<file path="config.mk">
export PLATFORM = sky130hd
export DESIGN_NAME = tct_top
export DESIGN_NICKNAME = d
export VERILOG_FILES = /design/src/logic/tct_channel.v /design/src/logic/tct_prescaler.v /design/src/logic/tct_top.v
export VERILOG_INCLUDE_DIRS = /design/src /design/src/logic
export SDC_FILE = /design/constraint.sdc
export NUM_CORES = 1
export LEC_CHECK = 0
export BUFFER_PORTS_ARGS = -buffer_cell sky130_fd_sc_hd__buf_2
export CORE_MARGIN = 2
export CORE_UTILIZATION = 25
export DETAILED_ROUTE_END_ITERATION = 7
export HOLD_SLACK_MARGIN = 0.15
export SYNTH_ARGS = -nofsm -noshare
export SYNTH_HDL_FRONTEND = slang
export SYNTH_SLANG_ARGS = --single-unit
</file>
<file path="constraint.sdc">
create_clock -name mclk -period 5 [get_ports mclk]
set_input_delay 0.75 -clock mclk [delete_from_list [all_inputs] [get_ports mclk]]
set_output_delay 0.75 -clock mclk [all_outputs]
set_load 0.02 [all_outputs]
</file>
<file path="src/logic/tct_defs.vh">
`ifndef TCT_DEFS_VH
`define TCT_DEFS_VH
// Port addresses for channel 1 and shared ports
`define TCT_ADDR_LOAD1 8'hD9
`define TCT_ADDR_MODE 8'hDB
`define TCT_ADDR_SETUP1 8'hDD
`define TCT_ADDR_STATUS 8'hDF
// Mode word fields
`define TCT_MW_SEL_HI 7
`define TCT_MW_SEL_LO 6
`define TCT_MW_RL_HI 5
`define TCT_MW_RL_LO 4
`define TCT_MW_MODE_HI 3
`define TCT_MW_MODE_LO 1
`define TCT_MW_BCD 0
// Setup byte fields
`define TCT_SU_RANGE_HI 1
`define TCT_SU_RANGE_LO 0
`define TCT_SU_GATE 2
// Clock ranges
`define TCT_RANGE_FAST 2'h0
`define TCT_RANGE_MED 2'h1
`define TCT_RANGE_SLOW 2'h2
// Reference clock periods in ns
`define TCT_FAST_NS 500
`define TCT_MED_NS 8000
`define TCT_SLOW_NS 128000
`define TCT_MCLK_NS 10
`define TCT_FAST_CYC (`TCT_FAST_NS / `TCT_MCLK_NS)
`define TCT_MED_DIV (`TCT_MED_NS / `TCT_FAST_NS)
`define TCT_SLOW_DIV (`TCT_SLOW_NS / `TCT_MED_NS)
// Read/load field value for two byte loading
`define TCT_RL_BOTH 2'h3
`endif

</file>
<file path="src/logic/tct_channel.v">
`timescale 1ns/1ns
`default_nettype none
`include "tct_defs.vh"
module tct_channel (
    // Clock and reset
    input wire mclk,
    input wire rstn,
    // Configuration strobes from the port decoder
    input wire mode_we,
    input wire [7:0] mode_data,
    input wire setup_we,
    input wire [7:0] setup_data,
    input wire load_we,
    input wire [7:0] load_data,
    // Reference ticks and hardware gate
    input wire fast_tick,
    input wire med_tick,
    input wire slow_tick,
    input wire hw_gate,
    // Channel state
    output reg chan_out,
    output reg tc_pulse,
    output reg [15:0] count,
    output reg running
);
    reg [2:0] mode_reg;
    reg bcd_reg;
    reg [1:0] rl_reg;
    reg [1:0] range_reg;
    reg gate_reg;
    reg [7:0] low_reg;
    reg high_phase_reg;
    reg tick;
    reg [15:0] dec_next;
    reg [15:0] tc_value;

    // Decrement one step, BCD digit wise when asked
    function [15:0] tct_dec;
        input [15:0] v;
        input bcd;
        integer i;
        reg borrow;
        begin
            tct_dec = v;
            borrow = 1'b1;
            if (!bcd) begin
                tct_dec = v - 16'h0001;
            end else begin
                for (i = 0; i < 4; i = i + 1) begin
                    if (borrow) begin
                        if (v[i*4 +: 4] == 4'h0) begin
                            tct_dec[i*4 +: 4] = 4'h9; // 0000 wraps to 9999
                        end else begin
                            tct_dec[i*4 +: 4] = v[i*4 +: 4] - 4'h1;
                            borrow = 1'b0;
                        end
                    end
                end
            end
        end
    endfunction

    // Range selection and terminal count per mode
    always @* begin
        case (range_reg)
            `TCT_RANGE_FAST: tick = fast_tick;
            `TCT_RANGE_MED: tick = med_tick;
            default: tick = slow_tick; // Only long range passes 549 ms
        endcase
        case (mode_reg)
            3'h2: tc_value = 16'h0001;
            3'h3: tc_value = 16'h0002;
            default: tc_value = 16'h0000;
        endcase
        dec_next = tct_dec(count, bcd_reg); // Same delay either format
    end

    // Configuration, two byte load and counting
    always @(posedge mclk or negedge rstn) begin
        if (!rstn) begin
            mode_reg <= 3'h0;
            bcd_reg <= 1'b0;
            rl_reg <= `TCT_RL_BOTH;
            range_reg <= `TCT_RANGE_FAST;
            gate_reg <= 1'b0;
            low_reg <= 8'h00;
            high_phase_reg <= 1'b0;
            count <= 16'h0000;
            running <= 1'b0;
            chan_out <= 1'b0;
            tc_pulse <= 1'b0;
        end else begin
            tc_pulse <= 1'b0;
            if (mode_we) begin
                mode_reg <= mode_data[`TCT_MW_MODE_HI:`TCT_MW_MODE_LO];
                bcd_reg <= mode_data[`TCT_MW_BCD];
                rl_reg <= mode_data[`TCT_MW_RL_HI:`TCT_MW_RL_LO];
                high_phase_reg <= 1'b0;
                running <= 1'b0; // Hold until load completes
                if (mode_data[`TCT_MW_MODE_HI:`TCT_MW_MODE_LO] == 3'h0) begin
                    chan_out <= 1'b1; // Active at once
                end
            end else if (load_we) begin
                if (rl_reg == `TCT_RL_BOTH && !high_phase_reg) begin
                    low_reg <= load_data; // Bits 0-7 first
                    high_phase_reg <= 1'b1; // Wait for second byte
                end else begin
                    if (rl_reg == `TCT_RL_BOTH) begin
                        count <= {load_data, low_reg}; // Bits 8-15 second
                    end else if (rl_reg == 2'h2) begin
                        count <= {load_data, 8'h00};
                    end else begin
                        count <= {8'h00, load_data};
                    end
                    high_phase_reg <= 1'b0;
                    running <= 1'b1; // Delay starts on final byte
                end
            end else if (running && tick && gate_reg && hw_gate) begin
                count <= dec_next; // Gated by both gates
                if (dec_next == tc_value) begin
                    tc_pulse <= 1'b1;
                    if (mode_reg == 3'h0) begin
                        chan_out <= 1'b0; // Leaves active level at TC
                    end
                end
            end
            if (setup_we) begin
                range_reg <= setup_data[`TCT_SU_RANGE_HI:`TCT_SU_RANGE_LO];
                gate_reg <= setup_data[`TCT_SU_GATE];
            end
        end
    end
endmodule // tct_channel
`default_nettype wire

</file>
<file path="src/logic/tct_prescaler.v">
`timescale 1ns/1ns
`default_nettype none
`include "tct_defs.vh"
module tct_prescaler #(
    parameter FAST_CYC = `TCT_FAST_CYC,
    parameter MED_DIV = `TCT_MED_DIV,
    parameter SLOW_DIV = `TCT_SLOW_DIV
) (
    // Clock and reset
    input wire mclk,
    input wire rstn,
    // Range enables, one cycle each
    output reg fast_tick,
    output reg med_tick,
    output reg slow_tick
);
    reg [15:0] fast_cnt_reg;
    reg [7:0] med_cnt_reg;
    reg [7:0] slow_cnt_reg;
    // Cascaded dividers keep the three ranges phase related
    always @(posedge mclk or negedge rstn) begin
        if (!rstn) begin
            fast_cnt_reg <= 16'h0000;
            med_cnt_reg <= 8'h00;
            slow_cnt_reg <= 8'h00;
            fast_tick <= 1'b0;
            med_tick <= 1'b0;
            slow_tick <= 1'b0;
        end else begin
            fast_tick <= 1'b0;
            med_tick <= 1'b0;
            slow_tick <= 1'b0;
            if (fast_cnt_reg == FAST_CYC - 1) begin
                fast_cnt_reg <= 16'h0000;
                fast_tick <= 1'b1; // 0.5 us period
                if (med_cnt_reg == MED_DIV - 1) begin
                    med_cnt_reg <= 8'h00;
                    med_tick <= 1'b1; // 8 us period
                    if (slow_cnt_reg == SLOW_DIV - 1) begin
                        slow_cnt_reg <= 8'h00;
                        slow_tick <= 1'b1; // 128 us period
                    end else begin
                        slow_cnt_reg <= slow_cnt_reg + 8'h01;
                    end
                end else begin
                    med_cnt_reg <= med_cnt_reg + 8'h01;
                end
            end else begin
                fast_cnt_reg <= fast_cnt_reg + 16'h0001;
            end
        end
    end
endmodule // tct_prescaler
`default_nettype wire

</file>
<file path="src/logic/tct_top.v">
// Behaviour
// - Mode 0 write drives output active immediately
// - No counting until load register written
// - 16-bit binary count, four BCD digits
// - Binary or BCD, same delay
// - Fast range period is 0.5 us
// - Beyond 549 ms needs slow range
// - Unconnected hardware gate reads as one
// - Channel terminal count sets its interrupt latch
// - Latches readable at status port
// - Status write clears only bits set
// - Preload low byte then high byte
// - Delay starts at second byte write
// - Mode, setup, load ports separately decoded
// - Mode word 70 hex is channel 1 mode 0
// - Read/load 11 waits for both bytes
// - Terminal count depends on mode
// - Medium 8 us, slow 128 us periods
// - Software gate bit starts and stops count
`timescale 1ns/1ns
`default_nettype none
`include "tct_defs.vh"
module tct_top #(
    parameter NCHAN = 3
) (
    // Clock and reset
    input wire mclk,
    input wire rstn,
    // Host I/O port access
    input wire [7:0] io_addr,
    input wire io_wr,
    input wire io_rd,
    input wire [7:0] io_wdata,
    output reg [7:0] io_rdata,
    // Hardware gates, default high when unconnected
    input wire [NCHAN-1:0] hw_gate,
    input wire [1:0] spare_in,
    // Channel outputs and interrupt request
    output wire [NCHAN-1:0] chan_out,
    output wire int_req
);
    reg [NCHAN-1:0] latch_reg;
    reg [NCHAN-1:0] latch_next;
    wire fast_tick;
    wire med_tick;
    wire slow_tick;
    wire [NCHAN-1:0] tc_pulse;
    wire mode_hit;
    wire status_wr;
    wire [1:0] mode_sel;

    ////////////////////////////////////////////////////////////////////////
    // Port decode: mode port is shared, setup and load ports step by two
    function [1:0] port_chan;
        input [7:0] a;
        input [7:0] base;
        reg [7:0] diff;
        begin
            diff = a - base;
            port_chan = diff[2:1]; // Ports step by two, so drop bit 0
        end
    endfunction

    assign mode_hit = io_wr && (io_addr == `TCT_ADDR_MODE);
    assign mode_sel = io_wdata[`TCT_MW_SEL_HI:`TCT_MW_SEL_LO]; // 70 hex picks ch 1
    assign status_wr = io_wr && (io_addr == `TCT_ADDR_STATUS);

    tct_prescaler u_pre (
        .mclk(mclk),
        .rstn(rstn),
        .fast_tick(fast_tick),
        .med_tick(med_tick),
        .slow_tick(slow_tick)
    );

    ////////////////////////////////////////////////////////////////////////
    // Channels; load ports at D7 (ch 0) and D9 (ch 1), setup port at DD for ch 1 only
    genvar g;
    generate
        for (g = 0; g < NCHAN; g = g + 1) begin : g_ch
            wire setup_we;
            wire load_we;
            // Channel 1 sits at the documented ports
            assign setup_we = io_wr && (io_addr[0] == 1'b1)
                && (port_chan(io_addr, `TCT_ADDR_SETUP1 - 8'h02) == g)
                && (io_addr >= `TCT_ADDR_SETUP1 - 8'h02)
                && (io_addr <= `TCT_ADDR_SETUP1 + 8'h00)
                && (io_addr != `TCT_ADDR_MODE);
            assign load_we = io_wr
                && (port_chan(io_addr, `TCT_ADDR_LOAD1 - 8'h02) == g)
                && (io_addr >= `TCT_ADDR_LOAD1 - 8'h02)
                && (io_addr <= `TCT_ADDR_LOAD1 + 8'h00)
                && (io_addr[0] == 1'b1);
            tct_channel u_ch (
                .mclk(mclk),
                .rstn(rstn),
                .mode_we(mode_hit && (mode_sel == g)),
                .mode_data(io_wdata),
                .setup_we(setup_we),
                .setup_data(io_wdata),
                .load_we(load_we),
                .load_data(io_wdata),
                .fast_tick(fast_tick),
                .med_tick(med_tick),
                .slow_tick(slow_tick),
                .hw_gate(hw_gate[g]), // Pull-up lives at the pin
                .chan_out(chan_out[g]),
                .tc_pulse(tc_pulse[g]),
                .count(),
                .running()
            );
        end
    endgenerate

    ////////////////////////////////////////////////////////////////////////
    // Interrupt latches: set on terminal count, write one to clear
    always @* begin
        latch_next = latch_reg;
        if (status_wr) begin
            latch_next = latch_reg & ~io_wdata[NCHAN-1:0];
        end
        latch_next = latch_next | tc_pulse; // Set wins over clear
    end

    always @(posedge mclk or negedge rstn) begin
        if (!rstn) begin
            latch_reg <= {NCHAN{1'b0}};
        end else begin
            latch_reg <= latch_next;
        end
    end

    assign int_req = |latch_reg;

    ////////////////////////////////////////////////////////////////////////
    // Status read: latches low, spare inputs in bits 6 and 7
    always @(posedge mclk or negedge rstn) begin
        if (!rstn) begin
            io_rdata <= 8'h00;
        end else if (io_rd && io_addr == `TCT_ADDR_STATUS) begin
            io_rdata <= {spare_in, 3'h0, latch_reg};
        end else begin
            io_rdata <= 8'h00;
        end
    end
endmodule // tct_top
`default_nettype wire

</file>
==> results.tsv <==
metric	value	unit
CTS tree	yes	
Slew @ Worst Pin	0.9744	ns
Tot GR Track Use	0.1279	
Slew Viols, Final	0	
Largest register FFs	48	
number of max-cap violations	0	
Root Buffer	clkbuf_16	
Critical Path End Type	flop	
crit path DAT	3.69	ns
critical path depth	9	
Die Ht	194.0	um
Nets	1016	
TritonCTS Buffers	17	
ys async rst share	1.000	
run status	completed	
fmax	0.2979	GHz
Worst Setup SP	io_addr[0]	
drc violations	0	
IR drop worst, VDD	0.2367	mV
Routed Antenna Nets	0	
relative slew slack	0.3504	
most area-consuming cells after synthesis	dfrtp_1 41%, mux2_2 5.6%, nand2_1 3.8%, o21ai_0 3.7%, nor2_1 2.8%	
leading cell types in the layout, fill and taps excluded	148 x dfrtp_1, 92 x nand2_1, 67 x nor2_1, 67 x o21ai_0, 45 x mux2_2	
final setup fails	0	
core area	0.03557	mm2
die footprint	0.03763	mm2
Reg clk slew, reported paths	0.07	ns
largest net degree at the start of global routing	86	
effective utilization at floorplan	0.2537	
class of the worst hold path	primary input to asynchronous set/reset pin	
RePlAce Congestion	0.8903	
CP max stage delay	0.82	ns
predominant post-synthesis flop cell	dfrtp_1	
Req. time, crit path	5.33	ns
row count	69	
Reg power frac	0.459	
Clk pwr share	0.465	
via count	7507	
final-report hold violation count	0	
cts hold-fix bufs	0	
Int Pwr	2.035	mW
Ys Warns	0	
critical path class	primary input to flop	
antenna violations before repair	1	
setup TNS	0	ns
sequential fraction of the synthesis area	0.4279	
RSZ-0062 raised after global routing	no	
Mapped Area	0.009024	mm2
EDFF count, synth	0	
Detail Placement HPWL	16770	um
critical path cell sequence	buf_2 > ha_1 > and2_0 > o2111a_1 > and2_1 > nand2_1 > a21boi_1 > o21ai_0 > a22o_1	
H-tree Lvls	4	
Slowest-stage cell, CP	a21boi_1	
number of distinct library cells after synthesis	74	
clock sink total	154	
post-layout min period	3.356	ns
PD cells	274.7	mW/mm2
number of global-route vias before repair	6955	
Gate power share	0.076	
share of layout cells above drive strength 1	0.1382	
Tcrit/Tclk final	0.6713	
Area growth syn-to-layout	12.41	%
First-pass DRT Iterations	5	
Crit Path Max Fanout	14	
setup bufs post-CTS	0	
Yosys reg bits	154	
num ports	37	
RR Startpoint	g_ch[0].u_ch.count[0]	
final hold slack	0.3471	ns
Die Wd	194.0	um
Clock Latency Late Sink	0.45	ns
Yosys top cell area share	0.4104	
IO buf count	33	
Avg Inst Size Synth	9.180	um2
Max Root-Sink Buffers	2	
Routed WL per cell	16.51	um
Critical Path Start Type	primary input	
sw frac	0.2696	
sum of buffers and inverters on the critical path	1	
Ant. Diodes	0	
first-pass GRT wire length	38640	um
Mapped Cells	983	
Resize count post-CTS	0	
DRT Wirelength	23980	um
GR Overflow Total	0	
P_sw	0.7512	mW
CP top delay family	compound AO/OA/AOI/OAI gates	
worst reg2reg path depth	9	
First DRT Iteration DRCs	695	
Setup Skew	0.009527	ns
area leader, netlist	dfrtp_1	
Leak Pwr	4.398	nW
vias per cell	5.170	
commonest non-fill, non-tap cell in the layout	dfrtp_1	
-- power groups by stage --
stage / clock network (mW) / registers (mW) / logic [mW]
after global placement: 0 / 1.30 / 0.210
final: 1.30 / 1.28 / 0.211
after floorplan: 0 / 1.29 / 0.133
after CTS: 1.33 / 1.28 / 0.212
after global routing: 1.38 / 1.28 / 0.235
after detailed placement: 0 / 1.30 / 0.212
-- cell type report --
class | instances | area (um2)
Clock buffer | 17 | 425.4
Sequential cell | 154 | 3861
Tap cell | 461 | 576.8
Timing Repair Buffer | 42 | 239.0
Fill cell | 3767 | 25430
Inverter | 32 | 120.1
Clock inverter | 15 | 158.9
Multi-Input combinational cell | 731 | 4762
-- cell families after synthesis --
kind of cell | share of synthesized area
XOR/XNOR | 0.03688
buffers and inverters | 0.04520
other | 0.0004156
AND/OR/NAND/NOR | 0.2163
adder cells (fa/ha/maj) | 0.01803
AO/OA/AOI/OAI | 0.1858
flip-flops | 0.4279
multiplexers | 0.06947
-- path summary, 6_finish.rpt --
check	endpoint	slack (ns)
setup reg to reg	g_ch[0].u_ch.chan_out	1.75
setup / recovery	g_ch[0].u_ch.count[11]	1.64
hold / removal	g_ch[2].u_ch.count[6]	0.35
min in group mclk	latch_reg[1]	0.43
hold reg to reg	latch_reg[1]	0.43
max in group asynchronous	g_ch[2].u_ch.count[11]	3.57
-- cell usage after synthesis, types with 19 or more instances --
master and n:
a221oi_1 19, mux2_2 45, clkbuf_1 57, o21ai_0 67, nand3_1 24, inv_1 31, nor4_1 19, or3_1 21
nand2_1 92, dfrtp_1 148, nor3_1 33, a31oi_1 31, nor2_1 67, a21oi_1 42, xnor2_1 25
-- stage by stage --
| step | area [um2] | power, mW | setup slack, ns | util | cells |
|---|---|---|---|---|---|
| after global placement | 9559 | 1.512 | 1.270 | 0.2687 | 1420 |
| after detailed placement | 9559 | 1.514 | 1.230 | 0.2687 | 1420 |
| after CTS | 10140 | 2.817 | 1.690 | 0.2852 | 1452 |
| after global routing | 10140 | 2.896 | 1.381 | 0.2852 | 1452 |
| after floorplan | 9031 | 1.428 | 2.114 | - | 985 |
| final | 10140 | 2.786 | 1.644 | 0.2852 | 1452 |
-- routing by layer --
metal | global-route usage | up-vias | part of all wire
met4 | 0.04181 | 0 | 0.022
met2 | 0.2043 | 174 | 0.47
met1 | 0.1724 | 3675 | 0.47
li1 | - | 3622 | -
met3 | 0.02714 | 36 | 0.038
met5 | 0 | - | 0
No activity file was read; power rests on OpenSTA's default activity.
